==> src/rtl/tdxc_pkg.sv <==
// constants and types for the de-alias and internal crosstalk config bank
package tdxc_pkg;
  localparam int unsigned TDXC_AW = 8;
  localparam int unsigned TDXC_DW = 24;
  // register offsets
  localparam logic [7:0] TDXC_OFS_XTALK_I = 8'h3d;
  localparam logic [7:0] TDXC_OFS_XTALK_Q = 8'h3e;
  localparam logic [7:0] TDXC_OFS_CALIB_T = 8'h3f;
  localparam logic [7:0] TDXC_OFS_DEALIAS = 8'h40;
  // reset values
  localparam logic [23:0] TDXC_RST_XTALK_I = 24'h000000;
  localparam logic [23:0] TDXC_RST_XTALK_Q = 24'h000000;
  localparam logic [23:0] TDXC_RST_CALIB_T = 24'h000000;
  localparam logic [23:0] TDXC_RST_DEALIAS = 24'h2021e0;
  // field positions
  localparam int unsigned TDXC_XTALK_W = 16;
  localparam int unsigned TDXC_TEMP_W = 12;
  localparam int unsigned TDXC_EXT_TEMP_LSB = 12;
  localparam int unsigned TDXC_ONCHIP_TEMP_LSB = 0;
  localparam int unsigned TDXC_RSVD_TOP_BIT = 23;
  localparam int unsigned TDXC_DUAL_BIT = 22;
  localparam int unsigned TDXC_SECOND_SEL_BIT = 21;
  localparam int unsigned TDXC_BETA_LSB = 15;
  localparam int unsigned TDXC_ALPHA_LSB = 9;
  localparam int unsigned TDXC_SCALE_W = 6;
  localparam int unsigned TDXC_RSVD_MID_LSB = 1;
  localparam int unsigned TDXC_RSVD_MID_W = 8;
  localparam int unsigned TDXC_ENABLE_BIT = 0;
  localparam logic [7:0] TDXC_RSVD_MID_PATTERN = 8'hf0;
  localparam logic [5:0] TDXC_SCALE_UNITY = 6'h10;
  localparam logic [5:0] TDXC_SCALE_DIV = 6'h10;

  // modulation plan seen by the phase datapath
  typedef enum logic [1:0] {
    TDXC_MOD_SINGLE_10M,
    TDXC_MOD_DUAL_6_7,
    TDXC_MOD_DUAL_6_5
  } tdxc_mod_t;

  typedef struct packed {
    logic wr;
    logic rd;
    logic [7:0] addr;
    logic [23:0] wdata;
  } tdxc_req_t;

  typedef struct packed {
    logic [15:0] internal_xtalk_i_value;
    logic [15:0] internal_xtalk_q_value;
    logic [11:0] ext_sensor_calib_temp_ch2_low;
    logic [11:0] onchip_sensor_calib_temp_ch2_low;
    logic dealias_enable;
    logic dual_frequency_phase_enable;
    logic second_frequency_select;
    logic [5:0] dealias_beta_scale;
    logic [5:0] dealias_alpha_scale;
  } tdxc_cfg_t;
endpackage

==> src/rtl/tdxc_config_regs.sv <==
// de-alias and internal crosstalk configuration register bank
// Summary of operation
// - in-phase internal crosstalk, 16 writable low bits, upper 8 read zero
// - quadrature internal crosstalk, 16 writable low bits, upper 8 read zero
// - external sensor calibration temperature, 12 bits at 23:12
// - on-chip sensor calibration temperature, 12 bits at 11:0
// - dual-frequency phase reported only when dual bit and de-alias enable set
// - dual bit 0 gives 10 MHz only; 1 adds selected second frequency
// - second-frequency select: 0 is 6/7 ratio, 1 is 6/5; resets to 1
// - beta scale 6 bits at 20:15, factor value/16, resets to zero
// - alpha scale 6 bits at 14:9, factor value/16, resets to 10h
// - de-alias enable: 0 single-measurement mode, 1 de-alias mode; resets 0
module tdxc_config_regs (
  input wire logic core_clk,
  input wire logic reset,
  input wire tdxc_pkg::tdxc_req_t req,
  output tdxc_pkg::tdxc_cfg_t cfg,
  output logic [23:0] rd_data,
  output logic rd_valid,
  output logic dual_phase_report,
  output tdxc_pkg::tdxc_mod_t mod_plan
);
  import tdxc_pkg::*;

  logic [15:0] xtalk_i_r;
  logic [15:0] xtalk_q_r;
  logic [23:0] calib_t_r;
  logic [23:0] dealias_r;
  logic [23:0] rd_data_r;
  logic rd_valid_r;
  logic dual_phase_report_r;
  tdxc_mod_t mod_plan_r;

  function automatic logic hit(input tdxc_req_t r, input logic [7:0] ofs);
    return r.wr && (r.addr == ofs);
  endfunction

  wire logic wr_i = hit(req, TDXC_OFS_XTALK_I);
  wire logic wr_q = hit(req, TDXC_OFS_XTALK_Q);
  wire logic wr_t = hit(req, TDXC_OFS_CALIB_T);
  wire logic wr_d = hit(req, TDXC_OFS_DEALIAS);

  // read mux; unmapped offsets read zero
  wire logic [23:0] rd_mux =
    (req.addr == TDXC_OFS_XTALK_I) ? {8'h00, xtalk_i_r} :
    (req.addr == TDXC_OFS_XTALK_Q) ? {8'h00, xtalk_q_r} :
    (req.addr == TDXC_OFS_CALIB_T) ? calib_t_r :
    (req.addr == TDXC_OFS_DEALIAS) ? dealias_r : 24'h000000;

  wire logic en_bit = dealias_r[TDXC_ENABLE_BIT];
  wire logic dual_bit = dealias_r[TDXC_DUAL_BIT];
  wire logic sel_bit = dealias_r[TDXC_SECOND_SEL_BIT];
  wire tdxc_mod_t mod_nxt = !dual_bit ? TDXC_MOD_SINGLE_10M :
                            (sel_bit ? TDXC_MOD_DUAL_6_5 : TDXC_MOD_DUAL_6_7);

  // storage; reserved fields of the control word are stored as written
  always_ff @(posedge core_clk) begin
    if (reset) begin
      xtalk_i_r <= TDXC_RST_XTALK_I[15:0];
      xtalk_q_r <= TDXC_RST_XTALK_Q[15:0];
      calib_t_r <= TDXC_RST_CALIB_T;
      dealias_r <= TDXC_RST_DEALIAS;
    end else begin
      if (wr_i) xtalk_i_r <= req.wdata[15:0];
      if (wr_q) xtalk_q_r <= req.wdata[15:0];
      if (wr_t) calib_t_r <= req.wdata;
      if (wr_d) dealias_r <= req.wdata;
    end
  end

  always_ff @(posedge core_clk) begin
    if (reset) begin
      rd_data_r <= 24'h000000;
      rd_valid_r <= 1'b0;
      dual_phase_report_r <= 1'b0;
      mod_plan_r <= TDXC_MOD_SINGLE_10M;
    end else begin
      rd_valid_r <= req.rd;
      if (req.rd) rd_data_r <= rd_mux;
      dual_phase_report_r <= dual_bit && en_bit;
      mod_plan_r <= mod_nxt;
    end
  end

  assign cfg.internal_xtalk_i_value = xtalk_i_r;
  assign cfg.internal_xtalk_q_value = xtalk_q_r;
  assign cfg.ext_sensor_calib_temp_ch2_low =
    calib_t_r[TDXC_EXT_TEMP_LSB +: TDXC_TEMP_W];
  assign cfg.onchip_sensor_calib_temp_ch2_low =
    calib_t_r[TDXC_ONCHIP_TEMP_LSB +: TDXC_TEMP_W];
  assign cfg.dealias_enable = en_bit;
  assign cfg.dual_frequency_phase_enable = dual_bit;
  assign cfg.second_frequency_select = sel_bit;
  assign cfg.dealias_beta_scale = dealias_r[TDXC_BETA_LSB +: TDXC_SCALE_W];
  assign cfg.dealias_alpha_scale = dealias_r[TDXC_ALPHA_LSB +: TDXC_SCALE_W];
  assign rd_data = rd_data_r;
  assign rd_valid = rd_valid_r;
  assign dual_phase_report = dual_phase_report_r;
  assign mod_plan = mod_plan_r;

  // checks
  xtalk_i_top_a: assert property (@(posedge core_clk) disable iff (reset)
    req.rd && req.addr == TDXC_OFS_XTALK_I |=> rd_data[23:16] == 8'h00)
    else $error("in-phase upper bits not zero");
  xtalk_q_hold_a: assert property (@(posedge core_clk) disable iff (reset)
    wr_q |=> cfg.internal_xtalk_q_value == $past(req.wdata[15:0]))
    else $error("quadrature value not stored");
  ext_temp_a: assert property (@(posedge core_clk) disable iff (reset)
    wr_t |=> cfg.ext_sensor_calib_temp_ch2_low == $past(req.wdata[23:12]))
    else $error("external temperature field wrong");
  onchip_temp_a: assert property (@(posedge core_clk) disable iff (reset)
    wr_t |=> cfg.onchip_sensor_calib_temp_ch2_low == $past(req.wdata[11:0]))
    else $error("on-chip temperature field wrong");
  dual_report_a: assert property (@(posedge core_clk) disable iff (reset)
    dual_phase_report == $past(cfg.dual_frequency_phase_enable && cfg.dealias_enable))
    else $error("dual report does not follow enables");
  single_mode_a: assert property (@(posedge core_clk) disable iff (reset)
    !cfg.dual_frequency_phase_enable ##1 !cfg.dual_frequency_phase_enable
      |-> mod_plan == TDXC_MOD_SINGLE_10M)
    else $error("single frequency plan expected");
  second_sel_a: assert property (@(posedge core_clk)
    reset |=> cfg.second_frequency_select && cfg.dealias_beta_scale == 6'h00)
    else $error("select or beta reset value wrong");
  alpha_rst_a: assert property (@(posedge core_clk)
    reset |=> cfg.dealias_alpha_scale == TDXC_SCALE_UNITY && !cfg.dealias_enable)
    else $error("alpha or enable reset value wrong");
  beta_field_a: assert property (@(posedge core_clk) disable iff (reset)
    wr_d |=> cfg.dealias_beta_scale == $past(req.wdata[20:15]))
    else $error("beta field wrong");
  hold_value_a: assert property (@(posedge core_clk) disable iff (reset)
    !wr_i |=> $stable(cfg.internal_xtalk_i_value))
    else $error("in-phase value changed without write");
  read_back_a: assert property (@(posedge core_clk) disable iff (reset)
    wr_d ##1 !wr_d ##1 (req.rd && !req.wr && req.addr == TDXC_OFS_DEALIAS)
      |=> rd_data == $past(req.wdata, 3))
    else $error("control readback mismatch");
  mode_en_a: assert property (@(posedge core_clk) disable iff (reset)
    wr_d |=> cfg.dealias_enable == $past(req.wdata[0]))
    else $error("enable bit not stored");

  // write, hold, reset and upper-byte read checks of the crosstalk and temperature words
  xtalk_i_store_a: assert property (@(posedge core_clk) disable iff (reset)
    wr_i
      |=> cfg.internal_xtalk_i_value == $past(req.wdata[15:0]))
    else $error("in-phase value not stored");
  xtalk_q_top_a: assert property (@(posedge core_clk) disable iff (reset)
    req.rd && req.addr == TDXC_OFS_XTALK_Q
      |=> rd_data[23:16] == 8'h00)
    else $error("quadrature upper bits not zero");
  calib_rst_a: assert property (@(posedge core_clk)
    reset
      |=> cfg.ext_sensor_calib_temp_ch2_low == 12'h000 && cfg.internal_xtalk_i_value == 16'h0000)
    else $error("temperature or crosstalk reset value wrong");
  q_hold_a: assert property (@(posedge core_clk) disable iff (reset)
    !wr_q
      |=> $stable(cfg.internal_xtalk_q_value))
    else $error("quadrature value changed without write");
  ext_hold_a: assert property (@(posedge core_clk) disable iff (reset)
    !wr_t
      |=> $stable(cfg.ext_sensor_calib_temp_ch2_low))
    else $error("external temperature changed without write");
  onchip_hold_a: assert property (@(posedge core_clk) disable iff (reset)
    !wr_t
      |=> $stable(cfg.onchip_sensor_calib_temp_ch2_low))
    else $error("on-chip temperature changed without write");

  // control word fields and the derived frequency plan
  alpha_field_a: assert property (@(posedge core_clk) disable iff (reset)
    wr_d
      |=> cfg.dealias_alpha_scale == $past(req.wdata[14:9]))
    else $error("alpha field wrong");
  rsvd_reset_a: assert property (@(posedge core_clk)
    reset
      |=> dealias_r[TDXC_RSVD_MID_LSB +: TDXC_RSVD_MID_W] == TDXC_RSVD_MID_PATTERN)
    else $error("reserved pattern reset value wrong");
  ctrl_hold_a: assert property (@(posedge core_clk) disable iff (reset)
    !wr_d
      |=> $stable(cfg.dealias_enable))
    else $error("enable bit changed without write");
  beta_hold_a: assert property (@(posedge core_clk) disable iff (reset)
    !wr_d
      |=> $stable(cfg.dealias_beta_scale))
    else $error("beta field changed without write");
  alpha_hold_a: assert property (@(posedge core_clk) disable iff (reset)
    !wr_d
      |=> $stable(cfg.dealias_alpha_scale))
    else $error("alpha field changed without write");
  dual_plan_a: assert property (@(posedge core_clk) disable iff (reset)
    cfg.dual_frequency_phase_enable
      |=> mod_plan != TDXC_MOD_SINGLE_10M)
    else $error("dual frequency plan expected");
  plan_65_a: assert property (@(posedge core_clk) disable iff (reset)
    cfg.dual_frequency_phase_enable && cfg.second_frequency_select
      |=> mod_plan == TDXC_MOD_DUAL_6_5)
    else $error("six fifths plan expected");
  plan_67_a: assert property (@(posedge core_clk) disable iff (reset)
    cfg.dual_frequency_phase_enable && !cfg.second_frequency_select
      |=> mod_plan == TDXC_MOD_DUAL_6_7)
    else $error("six sevenths plan expected");

  // read port timing
  rd_pulse_a: assert property (@(posedge core_clk) disable iff (reset)
    req.rd
      |=> rd_valid)
    else $error("read valid missing");
  rd_idle_a: assert property (@(posedge core_clk) disable iff (reset)
    !req.rd
      |=> !rd_valid && $stable(rd_data))
    else $error("read port moved without read");
  unmapped_rd_a: assert property (@(posedge core_clk) disable iff (reset)
    req.rd && (req.addr < TDXC_OFS_XTALK_I || req.addr > TDXC_OFS_DEALIAS)
      |=> rd_data == 24'h000000)
    else $error("unmapped read not zero");

  dealias_on_c: cover property (@(posedge core_clk) disable iff (reset)
    dual_phase_report && mod_plan == TDXC_MOD_DUAL_6_7);
  dual_65_c: cover property (@(posedge core_clk) disable iff (reset)
    mod_plan == TDXC_MOD_DUAL_6_5);
  rd_after_wr_c: cover property (@(posedge core_clk) disable iff (reset)
    wr_i ##2 req.rd && req.addr == TDXC_OFS_XTALK_I);
  single_rd_c: cover property (@(posedge core_clk) disable iff (reset)
    rd_valid && mod_plan == TDXC_MOD_SINGLE_10M);
  unmapped_rd_c: cover property (@(posedge core_clk) disable iff (reset)
    req.rd && req.addr > TDXC_OFS_DEALIAS);
endmodule // tdxc_config_regs

==> config.mk <==
export PLATFORM = sky130hd
export DESIGN_NAME = tdxc_config_regs
export DESIGN_NICKNAME = d
export VERILOG_FILES = /design/src/rtl/tdxc_pkg.sv /design/src/rtl/tdxc_config_regs.sv
export SDC_FILE = /design/constraint.sdc
export NUM_CORES = 1
export LEC_CHECK = 0
export ABC_AREA = 1
export ABC_CLOCK_PERIOD_IN_PS = 1550
export BUFFER_PORTS_ARGS = -buffer_cell sky130_fd_sc_hd__buf_2
export CORE_MARGIN = 2
export CORE_UTILIZATION = 52
export DETAILED_ROUTE_END_ITERATION = 6
export HOLD_SLACK_MARGIN = 0.08
export PLACE_DENSITY = 0.8
export SETUP_SLACK_MARGIN = 0.05
export SYNTH_ARGS = -nofsm -noshare
export SYNTH_HDL_FRONTEND = slang
export SYNTH_SLANG_ARGS = --single-unit
==> constraint.sdc <==
create_clock -name core_clk -period 1.55 [get_ports core_clk]
set_input_delay 0.465 -clock core_clk [delete_from_list [all_inputs] [get_ports core_clk]]
set_output_delay 0.465 -clock core_clk [all_outputs]
set_load 0.01 [all_outputs]
# Word-level counts from Yosys, hierarchy flattened
# Cells that the tools add are included.
totals:
  in_bits: 36
  output_inout_bits: 99
  ff_bits: 108
classes:
  mux: 5
  n_bitwise: 1
  n_reduce_logical: 6
  n_eq_ne: 4
op_table:
  columns: ["cell", "n"]
  rows:
  - ["24-bit 2-to-1 mux", 4]
  - ["8-bit by 6-bit == test with 1-bit output (second input constant)", 3]
  - ["8-bit by 7-bit == test with 1-bit output (second input constant)", 1]
  - ["1-bit logical AND", 5]
  - ["2-bit 2-to-1 mux", 1]
  - ["2-bit OR reduction", 1]
  - ["1-bit inverter", 1]

# Longest topological paths before layout
logic_depth:
  word_depth: 5
  mapped_depth: 11
  depth_no_buf: 9

# Worst setup path before layout
# OpenSTA, ideal clock, no wires.
synth_timing:
  path_type: "input to register"
  start: "input req[31] in the netlist's numbering"
  end: "register xtalk_q_r[0]"
  setup_time_ns: 0.120
  arrival_time_ns: 1.304
  n_path_buf: 2
  t_required_ns: 1.430
  slack_ns: 0.127
  stages: 8
  cell_sequence: "inv_2 nand2_1 nor2_4 buf_6 nand3_1 buf_2 o21ai_1 a21oi_1"
synth_between:
  elab_chain_cells: 2
synth_lines:
  columns: ["item", "line_no", "text"]
  rows:
  - ["start, declared", "tdxc_config_regs.sv:16", "input wire tdxc_pkg::tdxc_req_t req,"]
  - ["8-bit by 6-bit == test with 1-bit output", "tdxc_config_regs.sv:35", "return r.wr && (r.addr == ofs);"]
  - ["1-bit logical AND", "tdxc_config_regs.sv:35", null]
  - ["end signal, assigned", "tdxc_config_regs.sv:60", "xtalk_q_r <= TDXC_RST_XTALK_Q[15:0];"]
  - ["end signal, assigned", "tdxc_config_regs.sv:65", "if (wr_q) xtalk_q_r <= req.wdata[15:0];"]
  - ["end, declared", "tdxc_config_regs.sv:26", "logic [15:0] xtalk_q_r;"]
# Every way passes these cells.
# A chain may end at the register's enable or synchronous reset.

# Worst setup path after layout
layout_timing:
  start: "register calib_t_r[2]"
  end: "output cfg[17] in the netlist's numbering"
layout_lines:
  columns: ["item", "line_no", "text"]
  rows:
  - ["start, declared", "tdxc_config_regs.sv:27", "logic [23:0] calib_t_r;"]
  - ["start signal, assigned", "tdxc_config_regs.sv:66", "if (wr_t) calib_t_r <= req.wdata;"]
  - ["end, declared", "tdxc_config_regs.sv:17", "output tdxc_pkg::tdxc_cfg_t cfg,"]
# No word-level cell between the ends.

==> results by stage <==
Routing:
- Detailed routing inserted a total of 4837 vias.
- The number of violations reported at the end of detailed-routing iteration 0 is 343.
- The first detailed-routing pass ran for 5 iterations.
- The final layout contains routed wiring with a total length of roughly 14000 um.
- After detailed routing, the number of vias per cell comes to 5.30.
- The post-route antenna net violation count is 0.
- The routed wirelength normalized by instance count is roughly 15 um.
- For this run, design rule violations remaining after detail routing come to 0.

Die:
- The core region is 9110 sq um.
- Measured along the y axis, the die boundary spans roughly 100 um.
- The horizontal extent of the die is 100 um.
- The cell row count is 35.
- 135 I/O pins were placed.
- The initial standard-cell utilization of the core is 53.0%.
- The full die area is between 10000 and 15000 sq um.

Synth:
- After synthesis the netlist holds a flip-flop and latch count of 108.
- The cell type with the highest aggregate area in the netlist is sky130_fd_sc_hd__dfxtp_1.
- For this run, the number of Yosys warnings is 0.
- The number of instances in the synthesized netlist is 681.
- Yosys mapped the design onto 24 distinct sky130hd cell types.
- For this run, the register share of the synthesized area comes to 44.8%.
- The top cell type by area accounts for 44.8% of the synthesized area.
- The mean instance size in the synthesized netlist is 7.09 sq um.
- By area the synthesized netlist is led by sky130_fd_sc_hd__dfxtp_1 45%, sky130_fd_sc_hd__nand2_1 9.9%, sky130_fd_sc_hd__a21oi_1 8.3%, sky130_fd_sc_hd__nor2_1 6.4%, sky130_fd_sc_hd__nand3_1 6.2%.
- The synthesized netlist occupies a cell area of 4830 sq um.
- The synthesized netlist net count is 717.

Power:
- The power density of the placed cells is roughly 840 nW/um^2.
- The sequential share of power is between 50% and 60%.
- In this run the static leakage power is 2.74 nW.
- Total power for the finished layout comes to 4.90 mW.
- Per report_power, the combinational group accounts for 6.4% of the total.
- The portion of total power attributed to the clock network is roughly 37%.
- Internal power comes to between 3 and 4 mW.
- The switching part of the total is roughly a quarter.
- The worst-case IR drop observed on VDD is 511 uV.
- Summed over all nets, the switching power comes to between 1 and 1.5 mW.

Global route:
- The via count of the first global-routing pass is ~4400.
- The initial antenna violation count was 0.
- Across every metal layer, demand over resource in global routing totals between 20 and 30%.
- The global-route wire length before repair is 22700 um.
- Entering global routing, the biggest net connects between 50 and 60 pins.
- The overflow left after global routing is 0.

Run:
- The number of max-capacitance violations reported is 0.

Clock tree:
- The maximum clock path buffer count is 2.
- The clock drives 108 sinks.
- The CTS H-tree depth is 3.
- Gates resized during post-CTS repair numbered 0.
- The total setup buffers inserted after CTS is 0.
- The total of hold buffers inserted after clock tree synthesis is 0.
- At the later pin of the worst-skew pair, clock insertion delay measures 0.38 ns.
- After clock tree synthesis, the clock-pin slew on the worst setup and hold paths is 0.11 ns.
- The cell at the root of the clock tree is sky130_fd_sc_hd__clkbuf_8.
- TritonCTS built the clock tree.
- The total CTS buffers is 9.

Timing:
- The share of the clock period used by the worst path is 90.6%.
- The worst setup slack after layout is 0.145 ns.
- For the pin with the worst max-slew slack, the measured transition is 0.614 ns.
- The final number of max-transition violations is 0.
- Setup repair after global routing left no endpoint under its margin.
- The total of endpoints with negative setup slack in the final report is 0.
- The worst-case clock skew is around 0.013 ns.
- The peak clock frequency supported by timing is 712 MHz.
- After routing, the total negative slack on setup checks comes to 0 ns.
- The worst path needs 1.40 ns of the cycle, external delays included.
- The count of endpoints failing hold in the final timing report was 0.
- The worst pin sits at a relative slew slack of 59.0%.

Cells and area:
- The layout-stage area growth over the synthesis result is 21.3%.
- The number of fill cells is 805.
- The number of antenna diodes is 0.
- The layout net count is between 800 and 900.
- The post-route netlist has 25.2% of its cells at a drive strength greater than 1.

Placed design:
- Prior to clock tree synthesis, the placed netlist has a worst setup slack of -0.163 ns.
- The congestion estimate from routability-driven global placement came to 0.915.
- Buffers placed on the I/O ports in this run total 134.
- The placed wire-length estimate after detailed placement is ~10000 um.

Worst setup path:
- On the worst path, the slowest cell contributes a delay of a little over 0.4 ns.
- The largest fanout on the critical path is 3.
- Traced cell by cell, the critical path runs through buf_2.
- The number of buffers and inverters on the critical path is 1.
- The worst path required time is 1.08 ns.
- The worst setup path is captured at an output pin.
- The worst setup path category is reg2out.
- Among cell families on the critical path, the largest total delay comes from flip-flops.
- For the worst setup path, the data arrival time is 0.94 ns.
- The startpoint kind of the worst setup timing path is a register.
- Among all stages on the critical path, the largest delay is contributed by sky130_fd_sc_hd__dfxtp_1.

Min path:
- The min-delay analysis places its worst path in the category in2reg.

Status:
- The run finished with clean final reports.
## power groups by stage
stage | registers, mW | clock network, mW | logic, mW
2_1_floorplan | 2.85 | 0 | 0.152
5_1_grt | 2.79 | 1.95 | 0.339
3_3_place_gp | 2.85 | 0 | 0.302
3_5_place_dp | 2.85 | 0 | 0.305
4_1_cts | 2.78 | 1.82 | 0.305
6_report | 2.78 | 1.80 | 0.311
## final cells by class
class	instances	area (sq um)	area share, %
flip-flops and latches	108	2160	36.9
repair buffers	165	1040	17.8
well taps	111	139	2.37
multi-input cells	441	2040	34.8
clock buffers	9	124	2.11
clock inverters	7	81.3	1.39
inverters	72	274	4.67
## registers in the layout, indices dropped and copies added (netlist names)
register,count
dealias_r,24
calib_t_r,24
rd_data,24
xtalk_q_r,16
rd_valid,1
mod_plan,2
xtalk_i_r,16
dual_phase_report,1
## metrics by stage
step / cells / utilization, % / hold slack (ns) / instance area (sq um)
after floorplan: 681 / - / 0.414 / 4830
after global placement: 897 / 62.1 / 0.426 / 5660
after detailed placement: 897 / 62.1 / 0.429 / 5660
after CTS: 913 / 64.4 / 0.343 / 5860
after global routing: 913 / 64.4 / 0.344 / 5860
final: 913 / 64.4 / 0.352 / 5860
## path summary, 6_finish.rpt
path                            slack (ns)  depth (start not counted)            end     startpoint
worst max-delay path                  0.15                          1        cfg[17]   calib_t_r[2]
worst min-delay path                  0.35                          3  dealias_r[20]        req[20]
worst max register to register        0.61                          6     rd_data[2]   calib_t_r[2]
worst min register to register        0.44                          1    mod_plan[0]  dealias_r[21]
## cell families (layout without fill, tap and decap cells)
| family | count (synthesis) | count (layout) | synth area share, % |
|---|---|---|---|
| flops | 108 | 108 | 44.8 |
| buf+inv | 132 | 253 | 13.0 |
| simple gates | 280 | 280 | 24.4 |
| compound gates | 161 | 161 | 17.8 |
## metal layers
layer	up-vias	track usage, %	routed length [um]
li1	2401	-	-
met1	2203	41.7	6370
met2	207	43.3	6210
met3	26	4.87	1130
met4	0	8.22	234
met5	-	0	0
## Yosys cell counts (all sizes together)
cell / instances
o21ai: 73
o211ai: 1
clkbuf: 12
nand2: 133
buf: 48
dfxtp: 108
clkinv: 1
inv: 71
a211oi: 7
a21oi: 80
nor2: 86
and2: 1
nand3: 60
## cell usage in the layout, fill, tap and decap left out, drive strengths merged
cell | netlist | final
a211oi | 7 | 7
dfxtp | 108 | 108
buf | 48 | 165
o211ai | 1 | 1
inv | 71 | 74
and2 | 1 | 1
clkbuf | 12 | 9
nor2 | 86 | 86
clkinv | 1 | 4
nand2 | 133 | 133
o21ai | 73 | 73
a21oi | 80 | 80
nand3 | 60 | 60
bufinv | 0 | 1
(Power assumes the default switching activity.)
